`config.mk`:
```
export PLATFORM = sky130hd
export DESIGN_NAME = nvid_regs
export DESIGN_NICKNAME = d
export VERILOG_FILES = /design/src/core/nvid_pkg.sv /design/src/core/nvid_regs.sv
export SDC_FILE = /design/constraint.sdc
export NUM_CORES = 1
export LEC_CHECK = 0
export ABC_AREA = 1
export BUFFER_PORTS_ARGS = -buffer_cell sky130_fd_sc_hd__buf_2
export CAP_MARGIN = 20
export CORE_MARGIN = 2
export CORE_UTILIZATION = 27
export CTS_BUF_LIST = sky130_fd_sc_hd__clkbuf_2 sky130_fd_sc_hd__clkbuf_4 sky130_fd_sc_hd__clkbuf_8
export DETAILED_ROUTE_END_ITERATION = 10
export PLACE_DENSITY = 0.48
export SKIP_LAST_GASP = 1
export SLEW_MARGIN = 15
export SYNTH_ARGS = -nofsm -noshare
export SYNTH_HDL_FRONTEND = slang
export SYNTH_SLANG_ARGS = --single-unit
```
`constraint.sdc`:
```
create_clock -name mclk -period 5.4 [get_ports mclk]
set_clock_uncertainty 0.1 [all_clocks]
set_input_delay 0.54 -clock mclk [delete_from_list [all_inputs] [get_ports mclk]]
set_output_delay 0.54 -clock mclk [all_outputs]
set_load 0.005 [all_outputs]
```
`src/core/nvid_pkg.sv`:
```
package nvid_pkg;

	////////////////////////////////////////////////////////////////////////
	// Bus widths
	localparam int ADDR_W = 16;
	localparam int DATA_W = 8;
	localparam int WORD_W = 16;

	////////////////////////////////////////////////////////////////////////
	// Byte image: three threshold words, then four laser frequency words
	localparam int NUM_WORDS = 7;
	localparam int NUM_BYTES = 14;
	localparam int IDX_W     = 4;
	localparam int PAGE_TWO_BYTES = 6;
	localparam int NUM_THR   = 3;

	localparam logic [2:0] WI_RXP_HIGH_WARN_MAX = 3'h0;
	localparam logic [2:0] WI_RXP_LOW_WARN_MAX  = 3'h1;
	localparam logic [2:0] WI_RXP_LOW_ALARM_MAX = 3'h2;
	localparam logic [2:0] WI_MIN_FREQ_COARSE   = 3'h3;
	localparam logic [2:0] WI_MIN_FREQ_FINE     = 3'h4;
	localparam logic [2:0] WI_MAX_FREQ_COARSE   = 3'h5;
	localparam logic [2:0] WI_MAX_FREQ_FINE     = 3'h6;

	////////////////////////////////////////////////////////////////////////
	// Byte addresses
	localparam logic [ADDR_W-1:0] RX_POWER_HIGH_WARNING_PERMITTED_MAX = 16'h80f2;
	localparam logic [ADDR_W-1:0] RX_POWER_LOW_WARNING_PERMITTED_MAX  = 16'h80f4;
	localparam logic [ADDR_W-1:0] RX_POWER_LOW_ALARM_PERMITTED_MAX    = 16'h80f6;
	localparam logic [ADDR_W-1:0] PAGE_TWO_RESERVED_TAIL_LO           = 16'h80f8;
	localparam logic [ADDR_W-1:0] PAGE_TWO_RESERVED_TAIL_HI           = 16'h80fe;
	localparam logic [ADDR_W-1:0] PAGE_TWO_CHECKSUM                   = 16'h80ff;
	localparam logic [ADDR_W-1:0] PAGE_THREE_CHECKSUM_SLOT            = 16'h8180;
	localparam logic [ADDR_W-1:0] TX_MIN_LASER_FREQ_COARSE            = 16'h818a;
	localparam logic [ADDR_W-1:0] TX_MIN_LASER_FREQ_FINE              = 16'h818c;
	localparam logic [ADDR_W-1:0] TX_MAX_LASER_FREQ_COARSE            = 16'h818e;
	localparam logic [ADDR_W-1:0] TX_MAX_LASER_FREQ_FINE              = 16'h8190;
	localparam logic [ADDR_W-1:0] SEG_B_LAST                          = 16'h8191;

	localparam logic [IDX_W-1:0] SEG_B_FIRST_IDX = 4'h6;

	////////////////////////////////////////////////////////////////////////
	// Values
	localparam logic [WORD_W-1:0] FINE_STEP_MAX   = 16'h4e1f;
	localparam logic [WORD_W-1:0] THR_UNSUPPORTED = 16'h0000;
	localparam logic [DATA_W-1:0] BYTE_ZERO       = 8'h00;

endpackage : nvid_pkg

```
`src/core/nvid_regs.sv`:
```
// The implementer's own choice: strobed register access.
`timescale 1ns/1ps
`default_nettype none

////////////////////////////////////////////////////////////////////////////////
module nvid_regs
	import nvid_pkg::*;
(
	input  wire logic              mclk,
	input  wire logic              resetn,
	input  wire logic              clk_en,
	input  wire logic [ADDR_W-1:0] reg_addr,
	input  wire logic [DATA_W-1:0] reg_wdata,
	input  wire logic              reg_wr,
	input  wire logic              reg_rd,
	output logic      [DATA_W-1:0] reg_rdata,
	input  wire logic              nv_load,
	input  wire logic [IDX_W-1:0]  nv_index,
	input  wire logic [DATA_W-1:0] nv_data,
	input  wire logic [DATA_W-1:0] page_two_head_sum,
	output logic      [NUM_THR-1:0] thr_supported,
	output logic                   fine_range_err
);

	////////////////////////////////////////////////////////////////////////////
	// State

	typedef struct packed {
		logic [NUM_BYTES-1:0][DATA_W-1:0] image;
		logic [DATA_W-1:0]                rdata;
		logic                             range_err;
	} nvid_state_t;

	nvid_state_t st_q;
	nvid_state_t st_d;
	logic        rst_meta_q;
	logic        rst_n_q;

	////////////////////////////////////////////////////////////////////////////
	// Functions

	// Decode a byte address into an image index; hit is low outside storage
	function automatic logic [IDX_W:0] nvid_decode(input logic [ADDR_W-1:0] a);
		logic [ADDR_W-1:0] off;
		off = '0;
		if (a >= RX_POWER_HIGH_WARNING_PERMITTED_MAX && a < PAGE_TWO_RESERVED_TAIL_LO)
		begin
			off = a - RX_POWER_HIGH_WARNING_PERMITTED_MAX;
			return {1'b1, off[IDX_W-1:0]};
		end
		if (a >= TX_MIN_LASER_FREQ_COARSE && a <= SEG_B_LAST)
		begin
			off = a - TX_MIN_LASER_FREQ_COARSE;
			return {1'b1, off[IDX_W-1:0] + SEG_B_FIRST_IDX};
		end
		return '0;
	endfunction : nvid_decode

	// High byte sits at the even index, which is the lower address
	function automatic logic [WORD_W-1:0] nvid_word(
		input logic [NUM_BYTES-1:0][DATA_W-1:0] img,
		input logic [2:0]                       wi
	);
		logic [IDX_W-1:0] hi;
		hi = {wi, 1'b0};
		return {img[hi], img[hi + 4'h1]};
	endfunction : nvid_word

	function automatic logic [DATA_W-1:0] nvid_cksum(
		input logic [NUM_BYTES-1:0][DATA_W-1:0] img,
		input logic [DATA_W-1:0]                head
	);
		logic [DATA_W-1:0] s;
		s = head;
		// Reserved tail bytes are zero and add nothing
		for (int i = 0; i < PAGE_TWO_BYTES; i++)
		begin
			s = s + img[i];
		end
		return s;
	endfunction : nvid_cksum

	////////////////////////////////////////////////////////////////////////////
	// Reset release

	// Release is synchronised so every state flop leaves reset on one edge
	always_ff @(posedge mclk or negedge resetn)
	begin
		if (!resetn)
		begin
			rst_meta_q <= 1'b0;
			rst_n_q    <= 1'b0;
		end
		else
		begin
			rst_meta_q <= 1'b1;
			rst_n_q    <= rst_meta_q;
		end
	end

	////////////////////////////////////////////////////////////////////////////
	// Next state

	logic [IDX_W:0]    rd_dec;
	logic [DATA_W-1:0] cksum;
	logic [WORD_W-1:0] min_fine;
	logic [WORD_W-1:0] max_fine;

	always_comb
	begin
		st_d     = st_q;
		rd_dec   = nvid_decode(reg_addr);
		cksum    = nvid_cksum(st_q.image, page_two_head_sum);
		min_fine = nvid_word(st_q.image, WI_MIN_FREQ_FINE);
		max_fine = nvid_word(st_q.image, WI_MAX_FREQ_FINE);

		// Only the nonvolatile loader fills the image; host writes fall away
		if (nv_load && nv_index < IDX_W'(NUM_BYTES))
		begin
			st_d.image[nv_index] = nv_data;
		end

		if (reg_rd)
		begin
			if (reg_addr == PAGE_TWO_CHECKSUM)
			begin
				st_d.rdata = cksum;
			end
			else if (rd_dec[IDX_W])
			begin
				st_d.rdata = st_q.image[rd_dec[IDX_W-1:0]];
			end
			else
			begin
				// Reserved and unmapped bytes read zero
				st_d.rdata = BYTE_ZERO;
			end
		end

		// Flags a badly provisioned image rather than clamping it
		st_d.range_err = (min_fine > FINE_STEP_MAX) || (max_fine > FINE_STEP_MAX);
	end

	////////////////////////////////////////////////////////////////////////////
	// Registers

	always_ff @(posedge mclk or negedge rst_n_q)
	begin
		if (!rst_n_q)
		begin
			st_q <= '0;
		end
		else if (clk_en)
		begin
			st_q <= st_d;
		end
	end

	////////////////////////////////////////////////////////////////////////////
	// Outputs

	assign reg_rdata      = st_q.rdata;
	assign fine_range_err = st_q.range_err;

	always_comb
	begin
		for (int t = 0; t < NUM_THR; t++)
		begin
			thr_supported[t] = nvid_word(st_q.image, 3'(t)) != THR_UNSUPPORTED;
		end
	end

	////////////////////////////////////////////////////////////////////////////
	// Checks

	logic [WORD_W-1:0] min_coarse;
	logic [WORD_W-1:0] max_coarse;
	logic signed [WORD_W-1:0] thr_hw;
	logic [IDX_W:0]    wr_dec;
	logic [WORD_W-1:0] thr_lw;
	logic [WORD_W-1:0] thr_la;

	assign min_coarse = nvid_word(st_q.image, WI_MIN_FREQ_COARSE);
	assign max_coarse = nvid_word(st_q.image, WI_MAX_FREQ_COARSE);
	assign thr_hw     = nvid_word(st_q.image, WI_RXP_HIGH_WARN_MAX);
	assign wr_dec     = nvid_decode(reg_addr);
	assign thr_lw     = nvid_word(st_q.image, WI_RXP_LOW_WARN_MAX);
	assign thr_la     = nvid_word(st_q.image, WI_RXP_LOW_ALARM_MAX);

	checksum_read_a: assert property (
		@(posedge mclk) disable iff (!rst_n_q)
		clk_en && reg_rd && reg_addr == PAGE_TWO_CHECKSUM
		|=> reg_rdata == $past(cksum))
	else $error("checksum byte mismatch");

	msb_low_addr_a: assert property (
		@(posedge mclk) disable iff (!rst_n_q)
		clk_en && reg_rd && reg_addr == TX_MAX_LASER_FREQ_FINE
		|=> reg_rdata == $past(max_fine[WORD_W-1:DATA_W]))
	else $error("high byte not at lower address");

	min_coarse_a: assert property (
		@(posedge mclk) disable iff (!rst_n_q)
		clk_en && reg_rd && reg_addr == TX_MIN_LASER_FREQ_COARSE + 16'h0001
		|=> reg_rdata == $past(min_coarse[DATA_W-1:0]))
	else $error("min coarse low byte wrong");

	fine_limit_a: assert property (
		@(posedge mclk) disable iff (!rst_n_q)
		clk_en && (min_fine > FINE_STEP_MAX) ##1 clk_en && $stable(st_q.image)
		|=> fine_range_err)
	else $error("fine step overflow not flagged");

	max_coarse_a: assert property (
		@(posedge mclk) disable iff (!rst_n_q)
		clk_en && reg_rd && reg_addr == TX_MAX_LASER_FREQ_COARSE
		|=> reg_rdata == $past(max_coarse[WORD_W-1:DATA_W]))
	else $error("max coarse high byte wrong");

	thr_word_a: assert property (
		@(posedge mclk) disable iff (!rst_n_q)
		clk_en && reg_rd && reg_addr == RX_POWER_HIGH_WARNING_PERMITTED_MAX
		|=> reg_rdata == $past(thr_hw[WORD_W-1:DATA_W]))
	else $error("threshold sign byte wrong");

	thr_unsupported_a: assert property (
		@(posedge mclk) disable iff (!rst_n_q)
		thr_supported[0] == (thr_hw != THR_UNSUPPORTED))
	else $error("support flag disagrees with word");

	reserved_zero_a: assert property (
		@(posedge mclk) disable iff (!rst_n_q)
		clk_en && reg_rd && ((reg_addr >= PAGE_TWO_RESERVED_TAIL_LO
		&& reg_addr <= PAGE_TWO_RESERVED_TAIL_HI) || reg_addr == PAGE_THREE_CHECKSUM_SLOT)
		|=> reg_rdata == BYTE_ZERO)
	else $error("reserved byte not zero");

	host_write_ignored_a: assert property (
		@(posedge mclk) disable iff (!rst_n_q)
		clk_en && reg_wr && !nv_load && wr_dec[IDX_W]
		|=> $stable(st_q.image))
	else $error("host write changed image");

	max_fine_flag_a: assert property (
		@(posedge mclk) disable iff (!rst_n_q)
		clk_en && (max_fine > FINE_STEP_MAX) ##1 clk_en && $stable(st_q.image)
		|=> fine_range_err)
	else $error("max fine step overflow not flagged");

	fine_clear_a: assert property (
		@(posedge mclk) disable iff (!rst_n_q)
		clk_en && (min_fine <= FINE_STEP_MAX) && (max_fine <= FINE_STEP_MAX)
		##1 clk_en && $stable(st_q.image)
		|=> !fine_range_err)
	else $error("fine range flag without overflow");

	min_fine_read_a: assert property (
		@(posedge mclk) disable iff (!rst_n_q)
		clk_en && reg_rd && reg_addr == TX_MIN_LASER_FREQ_FINE
		|=> reg_rdata == $past(min_fine[WORD_W-1:DATA_W]))
	else $error("min fine high byte wrong");

	thr_low_byte_a: assert property (
		@(posedge mclk) disable iff (!rst_n_q)
		clk_en && reg_rd && reg_addr == RX_POWER_LOW_ALARM_PERMITTED_MAX + 16'h0001
		|=> reg_rdata == $past(thr_la[DATA_W-1:0]))
	else $error("threshold low byte wrong");

	thr_flags_a: assert property (
		@(posedge mclk) disable iff (!rst_n_q)
		thr_supported[2:1] == {(|thr_la), (|thr_lw)})
	else $error("support flags disagree with words");

	// A stalled clock enable must not let a load or a read slip through
	freeze_hold_a: assert property (
		@(posedge mclk) disable iff (!rst_n_q)
		!clk_en |=> $stable(st_q))
	else $error("state moved with clock enable low");

	rdata_hold_a: assert property (
		@(posedge mclk) disable iff (!rst_n_q)
		!(clk_en && reg_rd) |=> $stable(reg_rdata))
	else $error("read data moved without a read");

	checksum_read_c: cover property (
		@(posedge mclk) disable iff (!rst_n_q)
		clk_en && reg_rd && reg_addr == PAGE_TWO_CHECKSUM);

	load_then_read_c: cover property (
		@(posedge mclk) disable iff (!rst_n_q)
		clk_en && nv_load ##1 clk_en && reg_rd && rd_dec[IDX_W]);

	range_err_c: cover property (
		@(posedge mclk) disable iff (!rst_n_q)
		fine_range_err);

	unsupported_c: cover property (
		@(posedge mclk) disable iff (!rst_n_q)
		!thr_supported[2]);

	frozen_read_c: cover property (
		@(posedge mclk) disable iff (!rst_n_q)
		!clk_en && reg_rd);

endmodule : nvid_regs

`default_nettype wire

```
==> metrics.csv, run 1 <==
stage;metric;value;unit
floorplan;Initial Utilization;27.5;%
sta;final setup vio count;0;
setup_path;CP startpoint kind;register;
floorplan;Die Y;173;um
power_and_ir_drop;switching part of the total;42.7;%
status;outcome;finished, final reports clean;
setup_path;Critical Path RT;5.67;ns
flow_run;max cap viols;0;
setup_path;Arr. time, crit path;4.70;ns
yosys;Synthesized Nets;1097;
yosys;Syn Area/Cell;7.67;sq um
floorplan;die extent in x;173;um
power_and_ir_drop;Switch Pwr;1.75;mW
cts;PostCTS Resize Cnt;0;
power_and_ir_drop;Pwr Total;4.10;mW
global_route;largest net degree at the start of global routing;71;
setup_path;R2R Setup Slk;0.97;ns
cts;CTS Sinks;123;
placement;GPL Wtd Cong;0.802;
sta;RSZ-0062 raised after global routing;false;
setup_path;Buf/Inv on CP;6;
cts;H-tree levels;4;
setup_path;slowest cell on the critical path;fa_1;
finish;n_diodes;0;
routing;routed wire length per instance;16.7;um
sta;setup_tns;0;ns
power_and_ir_drop;leakage;4.21;nW
yosys;most frequent cell after synthesis;nand2_1;
floorplan;row count;61;
sta;Final period util;82.0;%
power_and_ir_drop;PwrDens;475;nW/um^2
setup_path;crit-path max FO;4;
yosys;Post-synth top cells;274 x nand2_1, 129 x inv_1, 123 x dfrtp_1, 122 x nand3_1, 113 x o21ai_0;
finish;Nets;1123;
cts;Skew-Pair Late Insertion Delay;0.45;ns
floorplan;Core Area;27900;sq um
setup_path;most numerous cell on the critical path;inv_1;
setup_path;family with the most delay on the worst path;adder cells;
setup_path;crit path kind;register to register;
power_and_ir_drop;Comb power frac;47.2;%
power_and_ir_drop;clock power share;22.1;%
yosys;EDFF count, synth;0;
setup_path;crit path cell chain;inv_1 -> fa_1 -> inv_1 -> fa_1 -> inv_1 -> fa_1 -> fa_1 -> inv_1 -> ha_1 -> nand2_1 -> nor2_1 -> a211oi_1 -> or2_2 -> nand2_1 -> a21oi_1 -> inv_1 -> nand2_1 -> nand3_1 -> nand2_1 -> inv_1 -> a21oi_1;
yosys;Unique masters post-synth;35;
yosys;Syn Std Cell Area;7670;sq um
yosys;Async S/R FF share, synth;100;%
yosys;Synthesis Warnings;0;
power_and_ir_drop;Seq pwr share;30.7;%
sta;Fmax;0.226;GHz
yosys;top_reg_cell synth;dfrtp_1;
routing;drt pass-1 iters;5;
global_route;global-route wire length before repair;37.6;mm
placement;dpl hpwl;16.7;mm
global_route;total grt overflow;0;
yosys;area leader, netlist;dfrtp_1;
finish;share of cells above drive strength 1;11.1;%
routing;vias per inst;4.68;
yosys;Cells after Synth;1001;
sta;Hold WS;0.218;ns
cts;Num CTS Buffers;17;
power_and_ir_drop;maximum VDD drop;232;uV
sta;worst slew pin tran;1.01;ns
yosys;post-synthesis sequential area ratio;40.1;%
cts;CTS tree;built;
routing;DRC viols;0;
cts;Reg clk slew, reported paths;0.09;ns
power_and_ir_drop;Int Pwr;2.35;mW
yosys;#FFs+latches synth;123;
sta;min Tclk post-route;4.43;ns
sta;Worst slew margin;32.3;%
floorplan;io pins;62;
global_route;initial antenna violation count;0;
yosys;Synth top area share;40.1;%
sta;Hold Vio Cnt, Final;0;
setup_path;endpoint class of the critical path;register;
routing;DRT Wirelength;23.6;mm
routing;1st-iter DRT viols;495;
routing;antenna viol nets, final;0;
floorplan;die footprint;29800;sq um
global_route;global-route usage over all layers;16.3;%
setup_path;slowest cell delay on critical path;0.54;ns
yosys;ranking of synthesized cells by area;dfrtp_1 40%, nand2_1 13%, fa_1 8.3%;
finish;area grow syn2layout;12.4;%
global_route;vias in the first global route;6368;
routing;vias;6630;
hold_path;Hold WC Path Type;input port to register;
placement;IO buf count;52;
cts;clk root buf;clkbuf_8;
sta;pins over their slew limit;0;
cts;buffer depth of the longest clock path;2;
[tightest hold or removal path: stages]
cell	delay, ns
buf_2	0.09
nand2_1	0.05
o21ai_0	0.06
[registers in the layout, indices dropped and copies added, names as in the netlist]
name            count
reg_rdata           8
rst_n_q             1
min_fine           16
max_coarse         16
rst_meta_q          1
st_q               48
fine_range_err      1
max_fine           16
min_coarse         16
[cell families (layout without fill, tap and decap cells)]
kind of cell / count (synthesis) / in the layout / synth area share, %
buf+inv: 188 / 227 / 10.1
fa+ha+maj: 46 / 46 / 10.6
xor+xnor: 11 / 11 / 1.26
flops: 123 / 123 / 40.1
simple gates: 488 / 488 / 28.2
other cells: 1 / 1 / 0.0489
compound gates: 144 / 144 / 9.67
[power by group through the flow]
stage | clock network, mW | logic [mW] | registers [mW]
2_1_floorplan | 0 | 1.41 | 1.23
3_3_place_gp | 0 | 1.97 | 1.27
3_5_place_dp | 0 | 1.97 | 1.27
4_1_cts | 0.922 | 1.98 | 1.26
5_1_grt | 0.969 | 2.29 | 1.29
6_report | 0.906 | 1.93 | 1.26
[final timing paths]
check	start	end	depth (start not counted)
max	st_q[12]	reg_rdata[7]	21
min	nv_data[7]	max_fine[15]	3
max reg2reg	st_q[12]	reg_rdata[7]	21
min reg2reg	rst_meta_q	rst_n_q	0
max in group asynchronous	rst_n_q	st_q[51]	1
min in group asynchronous	resetn	rst_n_q	2
[per-layer routing]
metal	GRT usage, %	wire, um
met1	24.6	12000
met2	24.0	10100
met4	3.88	306
met3	3.08	1240
met5	0	0
[cell type report]
cell class | instances | area [sq um]
clock buffer | 18 | 241
multi-input combinational | 690 | 3820
sequential | 123 | 3080
clock inverter | 14 | 184
fill | 3062 | 19200
timing repair buffer | 58 | 308
tap | 378 | 473
inverter | 137 | 514
[cells in the final DEF (no fill, tap or decap), drive strengths merged, types with 8 or more instances in the layout]
cell / count
nand2: 282
inv: 141
nand3: 123
dfrtp: 123
o21ai: 116
buf: 57
nor2: 41
fa: 32
a21oi: 21
clkbuf: 18
nor4: 15
ha: 14
nand3b: 10
nand4: 8
[stage by stage]
step	std cells	utilization, %	setup slack [ns]	cell area, sq um
after floorplan	1001	-	1.16	7670
after global placement	1385	29.4	0.729	8190
after detailed placement	1385	29.4	0.763	8190
after CTS	1418	31.0	0.938	8630
after global routing	1418	31.0	0.539	8630
final	1418	31.0	0.970	8630
[timing repair]
item,CTS,global route
hold endpoints to repair,2,0
setup buffers,0,0
hold buffers,1,0
Note: power is estimated with default switching activity, not from simulation.
==> run 2: changes to the inputs <==
- ABC_AREA: 1 -> 0
- PLACE_DENSITY: 0.48 -> 0.5
- clock period: 5.4 -> 3.5 ns (I/O delays scaled with it)
==> metrics.csv, run 2 <==
stage;metric;value;unit
routing;routed wire length per instance;19.3;um
finish;Core Util, Final;33.4;%
finish;area grow syn2layout;21.7;%
setup_path;Arr. time, crit path;4.39;ns
power_and_ir_drop;maximum VDD drop;730;uV
placement;Inst Count DP;1148;
floorplan;Initial Utilization;27.4;%
sta;Hold Vio Cnt, Final;0;
floorplan;row count;61;
sta;Fmax;0.240;GHz
routing;1st-iter DRT viols;436;
setup_path;Setup crit start;st_q[12];
power_and_ir_drop;Switch Pwr;2.98;mW
routing;DRT Wirelength;22.9;mm
global_route;vias in the first global route;5769;
setup_path;Critical Path RT;3.72;ns
yosys;area leader, netlist;dfrtp_1;
sta;setup_tns;-2.89;ns
global_route;initial antenna violation count;0;
sta;worst slew pin tran;0.880;ns
global_route;largest net degree at the start of global routing;98;
finish;Final Instance Count excl. Fillers;1184;
placement;pre-CTS WS;-0.810;ns
sta;Worst slew margin;41.1;%
setup_path;crit-path max FO;2;
power_and_ir_drop;Pwr Total;7.55;mW
finish;n_diodes;0;
yosys;Unique masters post-synth;66;
yosys;Synthesis Warnings;0;
finish;max reg flops;48;
setup_path;origin of the critical flop-to-flop path;st_q[12];
placement;GPL Wtd Cong;0.824;
floorplan;Die Y;172;um
setup_path;endpoint class of the critical path;register;
routing;antenna viol nets, final;0;
yosys;Post-synth top cells;123 x dfrtp_1, 110 x mux2_2, 73 x inv_1, 32 x fa_1, 28 x nand2_1;
cts;H-tree levels;4;
sta;pins over their slew limit;0;
yosys;Synthesized Nets;781;
yosys;EDFF count, synth;0;
yosys;Async S/R FF share, synth;100;%
cts;Num CTS Buffers;17;
yosys;top_reg_cell synth;dfrtp_1;
placement;dpl hpwl;17.4;mm
power_and_ir_drop;Seq pwr share;25.1;%
flow_run;max cap viols;0;
yosys;most frequent cell after synthesis;dfrtp_1;
cts;CTS Sinks;123;
placement;IO buf count;52;
cts;Reg clk slew, reported paths;0.08;ns
yosys;Cells after Synth;685;
power_and_ir_drop;switching part of the total;39.5;%
routing;DRC viols;0;
power_and_ir_drop;PwrDens;812;nW/um^2
cts;Skew-Pair Late Insertion Delay;0.45;ns
finish;Nets;889;
floorplan;die footprint;29700;sq um
floorplan;io pins;62;
routing;vias;5794;
finish;commonest non-fill, non-tap cell in the layout;dfrtp_1;
global_route;global-route usage over all layers;16.2;%
floorplan;Core Area;27900;sq um
sta;Hold WS;0.107;ns
routing;vias per inst;4.89;
placement;DP Area;8760;sq um
global_route;global-route wire length before repair;35.1;mm
finish;Largest Register;st_q;
setup_path;crit path kind;register to register;
yosys;post-synthesis sequential area ratio;40.3;%
yosys;Syn Std Cell Area;7640;sq um
floorplan;die extent in x;172;um
power_and_ir_drop;Comb power frac;56.7;%
sta;final setup vio count;6;
hold_path;Hold WC Path Type;input port to asynchronous set/reset pin;
status;failing checks;setup timing;
yosys;#FFs+latches synth;123;
routing;drt pass-1 iters;5;
finish;most frequent cells in the layout;122 x dfrtp_1, 110 x mux2_2, 69 x buf_4;
power_and_ir_drop;Int Pwr;4.57;mW
sta;Final period util;119;%
power_and_ir_drop;leakage;4.24;nW
yosys;Synth top area share;40.3;%
cts;buffer depth of the longest clock path;2;
finish;share of cells above drive strength 1;38.8;%
yosys;Syn Area/Cell;11.2;sq um
status;outcome;finished with violations;
power_and_ir_drop;clock power share;18.2;%
sta;setup slack after layout;-0.664;ns
sta;RSZ-0062 raised after global routing;true;
cts;CTS tree;built;
finish;Finished Cell Area;9300;sq um
sta;min Tclk post-route;4.16;ns
setup_path;CP startpoint kind;register;
global_route;total grt overflow;0;
cts;clk root buf;clkbuf_8;
yosys;ranking of synthesized cells by area;dfrtp_1 40%, mux2_2 16%, fa_1 8.4%;
run 2: changes by cell type after synthesis, sizes merged, moves of 9 or more:
cell	before	now
nor2	41	23
nand2	282	30
o22ai	0	10
nand3b	10	1
mux2	0	114
a221oi	1	15
nand3	123	13
a21oi	21	7
mux2i	0	23
inv	136	74
o21ai	116	21
a22oi	0	15
clkbuf	29	19
run 2: final timing paths:
check,to,slack (ns),cells past startpoint
max,reg_rdata[5],-0.66,16
min,rst_n_q,0.11,2
max reg2reg,reg_rdata[5],-0.66,16
min reg2reg,st_q[23],0.13,0
max in group asynchronous,max_fine[10],2.29,1
min in group mclk,fine_range_err,0.14,2
run 2: what timing repair did:
action	CTS	global route
hold buffers	1	0
gates cloned	0	0
endpoints found under the setup margin	6	6
buffers inserted	2	1
resized for setup	16	5
pin swaps	28	9
hold endpoints to repair	2	0
run 2: area by class of cell:
cell class / count / area [sq um]
fill: 2805 / 18600
clock buffer: 17 / 234
clock inverter: 15 / 188
tap: 378 / 473
timing repair buffer: 125 / 840
sequential: 123 / 3080
inverter: 74 / 278
multi-input combinational: 452 / 4210
run 2: metal layers:
layer	vias to the layer above	global-route usage (%)	wire [um]
met5	-	0	0
met4	0	5.01	354
met3	20	3.82	1230
met2	165	23.9	9880
met1	2915	23.3	11400
li1	2694	-	-
run 2: kinds of logic (layout without fill, tap and decap cells):
group / count (synthesis) / in the layout / share of synthesized area (%)
multiplexers: 137 / 137 / 19.8
AND/OR/NAND/NOR: 138 / 138 / 9.82
XOR/XNOR: 14 / 14 / 1.60
flip-flops: 123 / 123 / 40.3
other: 1 / 1 / 0.0491
adder cells (fa/ha/maj): 46 / 46 / 10.7
buffers and inverters: 110 / 231 / 6.26
AO/OA/AOI/OAI: 116 / 116 / 11.5
run 2: critical path, cell delays in order (launching register included):
cell	delay (ns)
dfrtp_1	0.35
inv_1	0.06
fa_1	0.52
inv_2	0.04
fa_1	0.52
inv_1	0.05
fa_1	0.49
fa_1	0.51
inv_2	0.05
ha_4	0.21
nor2b_4	0.12
o21a_1	0.17
or3_1	0.31
a32oi_1	0.21
inv_1	0.08
a211oi_2	0.14
a22oi_1	0.11
run 2: power by group through the flow:
stage	combinational (mW)	sequential, mW	clock, mW
after floorplan	2.47	1.88	0
after global placement	3.89	1.92	0
after detailed placement	3.91	1.92	0
after CTS	4.18	1.90	1.40
after global routing	4.77	1.93	1.46
final	4.28	1.90	1.37
